## src/pecr_pkg.sv

```systemverilog
// constants, field layouts and carrier types for the extended control register bank
package pecr_pkg;

  // register addresses in the management space
  localparam logic [4:0] ADDR_RX_ERR_COUNT   = 5'h13;
  localparam logic [4:0] ADDR_FALSE_CARRIER  = 5'h14;
  localparam logic [4:0] ADDR_LINK_DISC      = 5'h15;
  localparam logic [4:0] ADDR_TENBASE_CTRL   = 5'h16;
  localparam logic [4:0] ADDR_MEDIA_MODE     = 5'h17;
  localparam logic [4:0] ADDR_EDGE_JUMBO     = 5'h18;
  localparam logic [4:0] ADDR_IRQ_MASK       = 5'h19;
  localparam logic [4:0] ADDR_IRQ_PENDING    = 5'h1A;

  localparam int         NUM_COUNTERS        = 3;
  localparam logic [7:0] COUNT_MAX           = 8'hFF;

  // tenbase control and status fields
  localparam int          FORCE_LINK_BIT     = 15;
  localparam int          JABBER_BIT         = 14;
  localparam int          ECHO_BIT           = 13;
  localparam int          HEARTBEAT_BIT      = 12;
  localparam int          SQUELCH_LSB        = 10;
  localparam int          STICKY_EN_BIT      = 9;
  localparam int          EOF_ERR_BIT        = 8;
  localparam int          TEN_DISC_BIT       = 7;
  localparam int          TEN_LINK_BIT       = 6;
  localparam int          BROADCAST_BIT      = 0;
  localparam logic [15:0] TENBASE_WR_MASK    = 16'hFC01;
  localparam logic [15:0] TENBASE_DEFAULT    = 16'h3000;

  // media mode control fields
  localparam int          MAC_MODE_BIT       = 12;
  localparam int          AMS_PREF_BIT       = 11;
  localparam int          MEDIA_MODE_LSB     = 8;
  localparam int          AMS_OVERRIDE_LSB   = 6;
  localparam int          FAR_LOOP_BIT       = 3;
  localparam logic [15:0] MEDIA_HOLD_MASK    = 16'hFF00;
  localparam logic [15:0] MEDIA_PLAIN_MASK   = 16'h00C8;

  // edge rate, jumbo and loopback fields
  localparam int          EDGE_RATE_LSB      = 13;
  localparam int          REDUCED_PWR_BIT    = 12;
  localparam int          JUMBO_LSB          = 4;
  localparam int          CONN_LOOP_BIT      = 0;
  localparam logic [15:0] EDGE_STICKY_MASK   = 16'hF030;
  localparam logic [15:0] EDGE_PLAIN_MASK    = 16'h0001;

  // interrupt fields
  localparam int          IRQ_PIN_EN_BIT     = 15;
  localparam int          IRQ_TOP_BIT        = 15;
  localparam logic [14:0] IRQ_CAUSE_MASK     = 15'h7FBF;

  // packet length limits in bytes
  localparam logic [13:0] FRAME_NORMAL       = 14'h0600;
  localparam logic [13:0] FRAME_JUMBO_9K     = 14'h2400;
  localparam logic [13:0] FRAME_JUMBO_12K    = 14'h3000;

  typedef enum logic [1:0] {JUMBO_NORMAL, JUMBO_9K, JUMBO_12K, JUMBO_RSVD} pecr_jumbo_type;

  // one decoded management frame aimed at this port's register space
  typedef struct packed {
    logic        write;
    logic        read;
    logic        addressedHere;
    logic [4:0]  addr;
    logic [15:0] wdata;
  } pecr_mgmt_req_type;

  // events and levels reported by the line side
  typedef struct packed {
    logic        rxError;
    logic        falseCarrier;
    logic        linkDisconnect;
    logic        eofError;
    logic        tenDisconnect;
    logic        tenLinkUp;
    logic [14:0] irqCause;
  } pecr_line_evt_type;

  // settings driven into the rest of the port
  typedef struct packed {
    logic        forceLinkHigh;
    logic        jabberDisable;
    logic        echoDisable;
    logic        heartbeatDisable;
    logic [1:0]  squelch;
    logic        broadcastWrite;
    logic        macBaseX;
    logic        amsPreferCopper;
    logic [2:0]  mediaMode;
    logic [1:0]  amsOverride;
    logic        farEndLoopback;
    logic [2:0]  edgeRate;
    logic        reducedPower;
    logic [1:0]  jumboMode;
    logic        connectorLoopback;
  } pecr_ctrl_type;

  // media selection derived from mode and override
  typedef struct packed {
    logic copperAllowed;
    logic serdesAllowed;
    logic autoMediaSelect;
    logic modeReserved;
  } pecr_media_type;

endpackage : pecr_pkg

```

## src/pecr_bank.sv

```systemverilog
// per-port management register bank for registers 19 to 26
`timescale 1ns/100ps
`default_nettype none

// Notes on behaviour
// RQ1 - receive error count in 19 low byte saturates at 255, clears on read
// RQ2 - false carrier count in 20 low byte saturates at 255, clears on read
// RQ3 - copper link disconnect count in 21 saturates at 255, clears on read
// RQ4 - force-link-high skips link integrity and reports link pass
// RQ5 - sticky-reset enable set keeps sticky bits over software reset; default one
// RQ6 - sticky-reset enable clear returns sticky bits to defaults on software reset
// RQ7 - super-sticky bits, sticky enable included, survive every software reset
// RQ8 - end-of-frame error and tenbase disconnect flags latch, clear on read
// RQ9 - broadcast write set applies any write to every port's register
// RQ10 - reads under broadcast return only the addressed port's value
// RQ11 - mac mode bit picks SGMII at zero, 1000BASE-X at one
// RQ12 - three-bit media mode decodes copper, fibre, FX, auto sense, reserved
// RQ13 - override field: normal, serdes only, copper only, reserved
// RQ14 - mode bits of register 23 take effect only after software reset
// RQ15 - reads of mode bits show the mode in force, not the pending one
// RQ16 - far-end loopback bit enables far-end loopback, resets disabled
// RQ17 - jumbo field sets maximum packet length 1.5, 9 or 12 kB
// RQ18 - bit 0 of register 24 enables connector loopback, reset disabled
// RQ19 - interrupt pin enable gates the interrupt pin, never asserts when clear
// RQ20 - enabled pin follows the top pending bit of register 26
// RQ21 - clearing pin enable only stops the pin; status keeps latching
// RQ22 - software reads register 26 before enabling the pin
// RQ23 - a read of register 26 clears every set bit
// RQ24 - top pending bit sets when any masked status bit becomes pending
module pecr_bank
(
  input  wire logic                        clk,
  input  wire logic                        sys_rst,
  input  wire logic                        softReset,
  input  wire pecr_pkg::pecr_mgmt_req_type mgmtReq,
  input  wire pecr_pkg::pecr_line_evt_type lineEvt,
  output logic [15:0]                      readData,
  output logic                             readValid,
  output pecr_pkg::pecr_ctrl_type          ctrl,
  output pecr_pkg::pecr_media_type         media,
  output logic                             tenLinkPass,
  output logic [13:0]                      maxFrameBytes,
  output logic                             mgmtIrqPinOut,
  output logic                             mgmtIrqPinOe
);

  // decoding helpers
  function automatic logic [7:0] satInc(input logic [7:0] cnt, input logic evt);
    satInc = (evt && cnt != pecr_pkg::COUNT_MAX) ? cnt + 8'h01 : cnt;
  endfunction : satInc

  function automatic pecr_pkg::pecr_media_type decodeMedia(input logic [2:0] mode,
                                                           input logic [1:0] ovr);
    pecr_pkg::pecr_media_type m;
    m = '0;
    unique case (mode)
      3'h0: m.copperAllowed = 1'b1;
      3'h1, 3'h2, 3'h3: m.serdesAllowed = 1'b1;
      3'h4: m.modeReserved = 1'b1;
      default:
      begin
        m.copperAllowed = 1'b1;
        m.serdesAllowed = 1'b1;
        m.autoMediaSelect = 1'b1;
      end
    endcase
    // override narrows auto sense to one medium
    if (m.autoMediaSelect && ovr == 2'h1)
    begin
      m.copperAllowed = 1'b0;
    end
    else if (m.autoMediaSelect && ovr == 2'h2)
    begin
      m.serdesAllowed = 1'b0;
    end
    decodeMedia = m;
  endfunction : decodeMedia

  function automatic logic [13:0] jumboLimit(input logic [1:0] sel);
    unique case (pecr_pkg::pecr_jumbo_type'(sel))
      pecr_pkg::JUMBO_9K:  jumboLimit = pecr_pkg::FRAME_JUMBO_9K;
      pecr_pkg::JUMBO_12K: jumboLimit = pecr_pkg::FRAME_JUMBO_12K;
      default:             jumboLimit = pecr_pkg::FRAME_NORMAL;
    endcase
  endfunction : jumboLimit

  logic [7:0]  count_q [pecr_pkg::NUM_COUNTERS];
  logic [pecr_pkg::NUM_COUNTERS-1:0] countEvt;
  logic [15:0] tenCtrl_q;
  logic        stickyEn_q;
  logic        eofErr_q;
  logic        tenDisc_q;
  logic [15:0] mediaHold_q;
  logic [5:0]  modeActive_q;
  localparam int MODE_BASE = pecr_pkg::MEDIA_MODE_LSB; // bit 0 of the active mode copy
  logic [15:0] mediaPlain_q;
  logic [15:0] edgeSticky_q;
  logic [15:0] edgePlain_q;
  logic [15:0] irqMask_q;
  logic [14:0] irqCause_q;
  logic        irqTop_q;
  logic [15:0] readData_q;
  logic        readValid_q;
  logic [15:0] readData_d;
  logic        wrEn;
  logic        rdEn;
  logic        stickyClear;
  logic [14:0] causeIn;

  // a write lands here when addressed or when broadcast is on
  assign wrEn = mgmtReq.write &&
                (mgmtReq.addressedHere || tenCtrl_q[pecr_pkg::BROADCAST_BIT]); // RQ9
  // reads, and their clearing side effects, belong to the addressed port only
  assign rdEn = mgmtReq.read && mgmtReq.addressedHere; // RQ10
  assign stickyClear = softReset && !stickyEn_q; // RQ6
  assign countEvt = {lineEvt.linkDisconnect, lineEvt.falseCarrier, lineEvt.rxError};
  assign causeIn = lineEvt.irqCause & pecr_pkg::IRQ_CAUSE_MASK;

  // saturating clear-on-read error counters, an event in the read cycle is kept
  for (genvar i = 0; i < pecr_pkg::NUM_COUNTERS; i++)
  begin : gCount
    always_ff @(posedge clk or posedge sys_rst)
    begin
      if (sys_rst)
        count_q[i] <= 8'h00;
      else if (softReset)
        count_q[i] <= 8'h00;
      else if (rdEn && mgmtReq.addr == pecr_pkg::ADDR_RX_ERR_COUNT + 5'(i))
        count_q[i] <= {7'h00, countEvt[i]}; // RQ1 RQ2 RQ3
      else
        count_q[i] <= satInc(count_q[i], countEvt[i]); // RQ1 RQ2 RQ3
    end
  end

  // tenbase sticky controls and broadcast enable
  always_ff @(posedge clk or posedge sys_rst)
  begin
    if (sys_rst)
      tenCtrl_q <= pecr_pkg::TENBASE_DEFAULT;
    else if (wrEn && mgmtReq.addr == pecr_pkg::ADDR_TENBASE_CTRL)
      tenCtrl_q <= mgmtReq.wdata & pecr_pkg::TENBASE_WR_MASK;
    else if (stickyClear)
      tenCtrl_q <= pecr_pkg::TENBASE_DEFAULT; // RQ6
  end

  // sticky-reset enable ignores software reset
  always_ff @(posedge clk or posedge sys_rst)
  begin
    if (sys_rst)
      stickyEn_q <= 1'b1; // RQ5
    else if (wrEn && mgmtReq.addr == pecr_pkg::ADDR_TENBASE_CTRL)
      stickyEn_q <= mgmtReq.wdata[pecr_pkg::STICKY_EN_BIT]; // RQ7
  end

  // self-clearing tenbase flags, set wins over the read clear
  always_ff @(posedge clk or posedge sys_rst)
  begin
    if (sys_rst)
    begin
      eofErr_q  <= 1'b0;
      tenDisc_q <= 1'b0;
    end
    else if (softReset)
    begin
      eofErr_q  <= 1'b0;
      tenDisc_q <= 1'b0;
    end
    else
    begin
      eofErr_q  <= lineEvt.eofError ||
                   (eofErr_q && !(rdEn && mgmtReq.addr == pecr_pkg::ADDR_TENBASE_CTRL)); // RQ8
      tenDisc_q <= lineEvt.tenDisconnect ||
                   (tenDisc_q && !(rdEn && mgmtReq.addr == pecr_pkg::ADDR_TENBASE_CTRL)); // RQ8
    end
  end

  // super-sticky media settings held as written, pending until software reset
  always_ff @(posedge clk or posedge sys_rst)
  begin
    if (sys_rst)
      mediaHold_q <= 16'h0000;
    else if (wrEn && mgmtReq.addr == pecr_pkg::ADDR_MEDIA_MODE)
      mediaHold_q <= mgmtReq.wdata & pecr_pkg::MEDIA_HOLD_MASK; // RQ7
  end

  // operating mode in force, loaded from pending value on software reset
  always_ff @(posedge clk or posedge sys_rst)
  begin
    if (sys_rst)
      modeActive_q <= 6'h00;
    else if (softReset)
      modeActive_q <= mediaHold_q[MODE_BASE +: 6]; // RQ14
  end

  // plain media controls: override and far-end loopback
  always_ff @(posedge clk or posedge sys_rst)
  begin
    if (sys_rst)
      mediaPlain_q <= 16'h0000;
    else if (wrEn && mgmtReq.addr == pecr_pkg::ADDR_MEDIA_MODE)
      mediaPlain_q <= mgmtReq.wdata & pecr_pkg::MEDIA_PLAIN_MASK; // RQ16
    else if (softReset)
      mediaPlain_q <= 16'h0000; // RQ16
  end

  // sticky edge rate, reduced power and jumbo settings
  always_ff @(posedge clk or posedge sys_rst)
  begin
    if (sys_rst)
      edgeSticky_q <= 16'h0000;
    else if (wrEn && mgmtReq.addr == pecr_pkg::ADDR_EDGE_JUMBO)
      edgeSticky_q <= mgmtReq.wdata & pecr_pkg::EDGE_STICKY_MASK; // RQ17
    else if (stickyClear)
      edgeSticky_q <= 16'h0000; // RQ6
  end

  // connector loopback, cleared by any reset
  always_ff @(posedge clk or posedge sys_rst)
  begin
    if (sys_rst)
      edgePlain_q <= 16'h0000;
    else if (wrEn && mgmtReq.addr == pecr_pkg::ADDR_EDGE_JUMBO)
      edgePlain_q <= mgmtReq.wdata & pecr_pkg::EDGE_PLAIN_MASK; // RQ18
    else if (softReset)
      edgePlain_q <= 16'h0000; // RQ18
  end

  // sticky interrupt mask and pin enable
  always_ff @(posedge clk or posedge sys_rst)
  begin
    if (sys_rst)
      irqMask_q <= 16'h0000;
    else if (wrEn && mgmtReq.addr == pecr_pkg::ADDR_IRQ_MASK)
      irqMask_q <= mgmtReq.wdata;
    else if (stickyClear)
      irqMask_q <= 16'h0000; // RQ6
  end

  // interrupt causes latch regardless of pin enable, a read clears them
  always_ff @(posedge clk or posedge sys_rst)
  begin
    if (sys_rst)
      irqCause_q <= 15'h0000;
    else if (softReset)
      irqCause_q <= 15'h0000;
    else if (rdEn && mgmtReq.addr == pecr_pkg::ADDR_IRQ_PENDING)
      irqCause_q <= causeIn; // RQ23 RQ21
    else
      irqCause_q <= irqCause_q | causeIn; // RQ21
  end

  // top pending bit from any masked cause, set wins over the read clear
  always_ff @(posedge clk or posedge sys_rst)
  begin
    if (sys_rst)
    begin
      irqTop_q <= 1'b0;
    end
    else if (softReset)
    begin
      irqTop_q <= 1'b0;
    end
    else
    begin
      irqTop_q <= (|(causeIn & irqMask_q[14:0])) || // RQ24
                  (irqTop_q && !(rdEn && mgmtReq.addr == pecr_pkg::ADDR_IRQ_PENDING)); // RQ23
    end
  end

  // read multiplexer
  always_comb
  begin
    readData_d = 16'h0000;
    unique case (mgmtReq.addr)
      pecr_pkg::ADDR_RX_ERR_COUNT:  readData_d = {8'h00, count_q[0]};
      pecr_pkg::ADDR_FALSE_CARRIER: readData_d = {8'h00, count_q[1]};
      pecr_pkg::ADDR_LINK_DISC:     readData_d = {8'h00, count_q[2]};
      pecr_pkg::ADDR_TENBASE_CTRL:
      begin
        readData_d = tenCtrl_q;
        readData_d[pecr_pkg::STICKY_EN_BIT] = stickyEn_q;
        readData_d[pecr_pkg::EOF_ERR_BIT]   = eofErr_q;
        readData_d[pecr_pkg::TEN_DISC_BIT]  = tenDisc_q;
        readData_d[pecr_pkg::TEN_LINK_BIT]  = tenLinkPass; // RQ4
      end
      pecr_pkg::ADDR_MEDIA_MODE:
        readData_d = {mediaHold_q[15:14], modeActive_q, 8'h00} | mediaPlain_q; // RQ15
      pecr_pkg::ADDR_EDGE_JUMBO:    readData_d = edgeSticky_q | edgePlain_q;
      pecr_pkg::ADDR_IRQ_MASK:      readData_d = irqMask_q;
      pecr_pkg::ADDR_IRQ_PENDING:   readData_d = {irqTop_q, irqCause_q};
      default:                      readData_d = 16'h0000;
    endcase
  end

  // read answer registered one cycle after the request
  always_ff @(posedge clk or posedge sys_rst)
  begin
    if (sys_rst)
    begin
      readData_q  <= 16'h0000;
      readValid_q <= 1'b0;
    end
    else
    begin
      readValid_q <= rdEn; // RQ10
      if (rdEn)
      begin
        readData_q <= readData_d;
      end
    end
  end

  assign readData  = readData_q;
  assign readValid = readValid_q;

  // control outputs to the rest of the port
  always_comb
  begin
    ctrl                   = '0;
    ctrl.forceLinkHigh     = tenCtrl_q[pecr_pkg::FORCE_LINK_BIT];
    ctrl.jabberDisable     = tenCtrl_q[pecr_pkg::JABBER_BIT];
    ctrl.echoDisable       = tenCtrl_q[pecr_pkg::ECHO_BIT];
    ctrl.heartbeatDisable  = tenCtrl_q[pecr_pkg::HEARTBEAT_BIT];
    ctrl.squelch           = tenCtrl_q[pecr_pkg::SQUELCH_LSB +: 2];
    ctrl.broadcastWrite    = tenCtrl_q[pecr_pkg::BROADCAST_BIT];
    ctrl.macBaseX          = modeActive_q[pecr_pkg::MAC_MODE_BIT - MODE_BASE]; // RQ11
    ctrl.amsPreferCopper   = modeActive_q[pecr_pkg::AMS_PREF_BIT - MODE_BASE];
    ctrl.mediaMode         = modeActive_q[pecr_pkg::MEDIA_MODE_LSB - MODE_BASE +: 3]; // RQ14
    ctrl.amsOverride       = mediaPlain_q[pecr_pkg::AMS_OVERRIDE_LSB +: 2];
    ctrl.farEndLoopback    = mediaPlain_q[pecr_pkg::FAR_LOOP_BIT]; // RQ16
    ctrl.edgeRate          = edgeSticky_q[pecr_pkg::EDGE_RATE_LSB +: 3];
    ctrl.reducedPower      = edgeSticky_q[pecr_pkg::REDUCED_PWR_BIT];
    ctrl.jumboMode         = edgeSticky_q[pecr_pkg::JUMBO_LSB +: 2];
    ctrl.connectorLoopback = edgePlain_q[pecr_pkg::CONN_LOOP_BIT]; // RQ18
  end

  // media selection, link pass and frame limit
  assign media = decodeMedia(ctrl.mediaMode,
                             mediaPlain_q[pecr_pkg::AMS_OVERRIDE_LSB +: 2]); // RQ12 RQ13
  assign tenLinkPass = tenCtrl_q[pecr_pkg::FORCE_LINK_BIT] || lineEvt.tenLinkUp; // RQ4
  assign maxFrameBytes = jumboLimit(edgeSticky_q[pecr_pkg::JUMBO_LSB +: 2]); // RQ17

  // open-drain interrupt pin pulled low while enabled and pending
  assign mgmtIrqPinOut = 1'b0;
  assign mgmtIrqPinOe  = irqMask_q[pecr_pkg::IRQ_PIN_EN_BIT] && irqTop_q; // RQ19 RQ20

endmodule : pecr_bank

`default_nettype wire

```

## config.mk

```make
export PLATFORM = sky130hd
export DESIGN_NAME = pecr_bank
export DESIGN_NICKNAME = d
export VERILOG_FILES = /design/src/pecr_pkg.sv /design/src/pecr_bank.sv
export SDC_FILE = /design/constraint.sdc
export NUM_CORES = 1
export LEC_CHECK = 0
export BUFFER_PORTS_ARGS = -buffer_cell sky130_fd_sc_hd__buf_2
export CAP_MARGIN = 20
export CELL_PAD_IN_SITES_DETAIL_PLACEMENT = 0
export CELL_PAD_IN_SITES_GLOBAL_PLACEMENT = 1
export CORE_ASPECT_RATIO = 0.6
export CORE_MARGIN = 5
export CORE_UTILIZATION = 42
export CTS_BUF_LIST = sky130_fd_sc_hd__clkbuf_16
export CTS_CLUSTER_DIAMETER = 40
export DETAILED_ROUTE_END_ITERATION = 7
export PLACE_DENSITY = 0.75
export SKIP_LAST_GASP = 1
export SYNTH_ARGS = -nofsm -noshare
export SYNTH_HDL_FRONTEND = slang
export SYNTH_SLANG_ARGS = --single-unit
export TNS_END_PERCENT = 5
```

## constraint.sdc

```tcl
create_clock -name clk -period 5.1 [get_ports clk]
set_input_delay 1.275 -clock clk [delete_from_list [all_inputs] [get_ports clk]]
set_output_delay 1.275 -clock clk [all_outputs]
set_load 0.02 [all_outputs]
```

==> flow_summary.yaml <==
critical_path:
  crit_path_end_kind: "flip-flop"
  path_cells: "buf_2 > nor2b_1 > and3_1 > o21ai_0"
  critPathLaunchType: "primary input"
  crit_fanout: 33
  r2r_slack_ps: 3030
  arrival_ps: 3450
  path_buf_inv: 1
  cp_slowest_stage_delay_ps: 850
  critPathRequiredTime_ps: 5270
  crit_slowest_cell: "and3_1"
  r2r-start: "tenCtrl_q[0]$_DFFE_PP0P_"
  critPathLaunch: "mgmtReq[16]"
  path_delay_family: "simple AND/OR/NAND/NOR gates"
  path_class: "in2reg"
floorplan:
  initial_core_util_pct: 42.9
  dieHeight_um: 98.6
  num_rows: 32
  dieArea_um2: 15500
  ios: 108
  fp.dieW_um: 158
  core_area_um2: 12800
placed_design:
  gp_congestion: 0.843
  placed_cells: 795
  pre_cts_ws_ps: 1510
  io_buffer_count: 95
  place_area_um2: 6000
  hpwlAfterDp_mm: 12.3
sta:
  max_slew_margin_pct: 34.6
  tns_ps: 0
  fin_hold_ws_ps: 458
  hold_viol_final: 0
  finalCritPeriodShare_pct: 64.3
  tightest_slew_ps: 982
  finalMaxSlewViolations: 0
  skew_ps: 8.47
  setup_ws_ps: 1820
  grt_setup_unrepaired: "no"
  fin_crit_ps: 3280
  fmaxAchievable_mhz: 305
  setup_violations: 0
hold_path:
  hold_path_class: "reg2reg"
  holdCritStartpoint: "stickyEn_q$_DFFE_PP1P_"
synthesis:
  syn_avg_cell_area_um2: 9.83
  yosys.area.top_type_share_pct: 46.9
  synth-seq-cells: 106
  synth_edf_count: 0
  synth_area_um2: 5490
  synth_ff_type: "dfrtp_1"
  synthCells: 559
  ys_seq_area_share_pct: 48.4
  synth_top_cell_by_area: "dfrtp_1"
  yosysUniqueCellTypes: 64
  yosys_warnings: 0
  async_flop_share_pct: 100
  ys_top_cells_by_area: "dfrtp_1, nand2_1, o21ai_0"
clocking:
  cts_htree_levels: 3
  numClockSinks: 106
  cts_resized: 0
  cts-root-buf: "clkbuf_16"
  clkTransAtPathRegs_ps: 70
  cts_buffer_depth: 2
  cts_buffers: 9
  cts_tree: "done"
  clock_latency_ps: 350
  cts_hold_buf: 0
  cts_setup_buffers: 0
final_layout:
  fin_area_um2: 6260
  finalNonFillerCells: 811
  drive_above_1_share_pct: 22.8
  final_util_pct: 48.9
  final_nets: 689
  area_growth_pct: 14.0
  antennaDiodeCount: 0
  fillers: 1225
job:
  drv_cap: 0
power:
  vdd_ir_drop_max_mv: 0.148
  power_density_nw_per_um2: 280
  p_leak_nw: 2.96
  total_power_mw: 1.75
routing:
  postRouteAntennaNets: 0
  drtIter0Drc: 469
  detail_route.wl_per_cell_um: 20.3
  drt_wl_total_mm: 16.4
  via_per_inst: 5.68
  drtPass1Iterations: 5
  vias: 4609
  drc: 0
global_route:
  grt.overflow.total: 0
  grt_pass1_wl_mm: 25.6
  grtUsageTotal_pct: 21.3
  grt_start_max_net_pins: 42
  antenna_found_initial: 0
  grt_pass1_vias: 4400
run_status:
  run_status: "finished clean"
==> path summary, 6_finish.rpt <==
| kind | end | cells past startpoint |
|---|---|---|
| worst max-delay path | irqMask_q[13]$_DFFE_PP0P_ | 4 |
| worst min-delay path | stickyEn_q$_DFFE_PP1P_ | 2 |
| worst max register to register | irqMask_q[13]$_DFFE_PP0P_ | 3 |
| worst min register to register | stickyEn_q$_DFFE_PP1P_ | 2 |
| max in group asynchronous | mediaPlain_q[7]$_DFFE_PP0P_ | 3 |
| min in group asynchronous | irqMask_q[9]$_DFFE_PP0P_ | 2 |
==> tightest hold or removal path: stages (launching register included) <==
cell and delay [ps]:
dfstp_2 370, nand2_1 50, nand2_1 40
==> cell type report <==
type / count / area [um^2] / share of cell area [%]
clock buffer: 9 / 225 / 3.60
clock inverter: 7 / 33.8 / 0.539
inverter: 11 / 43.8 / 0.699
multi-input combinational: 409 / 2560 / 41.0
sequential: 106 / 2660 / 42.4
tap: 170 / 213 / 3.40
timing repair buffer: 99 / 526 / 8.39
==> cell families (layout without fill, tap and decap cells) <==
| family | Yosys count | after routing | synth area share (%) |
|---|---|---|---|
| flip-flops | 106 | 106 | 48.4 |
| multiplexers | 43 | 43 | 9.23 |
| XOR/XNOR | 10 | 10 | 1.59 |
| other | 1 | 11 | 0.0683 |
| buffers and inverters | 54 | 126 | 5.63 |
| AO/OA/AOI/OAI | 126 | 126 | 14.7 |
| adder cells (fa/ha/maj) | 5 | 5 | 1.14 |
| AND/OR/NAND/NOR | 214 | 214 | 19.3 |
==> layout by cell type (no fill, tap or decap), types with 9 or more instances in the layout <==
master	instances
nand2_1	82
clkbuf_16	9
dfrtp_1	103
and3_1	12
mux2_2	11
xor2_1	9
mux2_4	10
o21ai_0	44
conb_1	11
nand3_1	13
a221oi_1	12
a21oi_1	25
inv_1	14
buf_2	95
nor2_1	48
mux2i_1	21
==> synth_stat cells, drive strengths merged, types with 6 or more instances <==
library cell and count:
nand2 83, inv 11, mux2i 21, a211oi 6
dfrtp 103, o21ai 46, or3 6, nor3 6
nor2 50, nor2b 6, buf 32, mux2 21
and3 13, xor2 9, clkbuf 11, nand3 13
a221oi 12, a21oi 25, nand4 6
==> state kept, by name, indices dropped and copies added (netlist names), 3 cells and up <==
signal / cells
edgeSticky_q: 6
irqMask_q: 16
readData: 16
mediaPlain_q: 3
irqCause_q: 14
tenCtrl_q: 7
modeActive_q: 6
count_q: 24
mediaHold_q: 8
==> power breakdown <==
| part | switching [mW] | internal (mW) |
|---|---|---|
| Clock | 0.303 | 0.323 |
| Sequential | 0.0290 | 0.876 |
| Combinational | 0.141 | 0.0808 |
==> routing by layer <==
metal	vias to the layer above	wire, um	share of wire, %	GRT usage (%)
li1	2126	-	-	-
met1	2297	8170	50	34.9
met2	178	6700	41	29.0
met3	8	1500	9.1	4.74
met4	0	63	0.38	2.97
met5	-	0	0	0
Power figures use the tool's default switching activity.
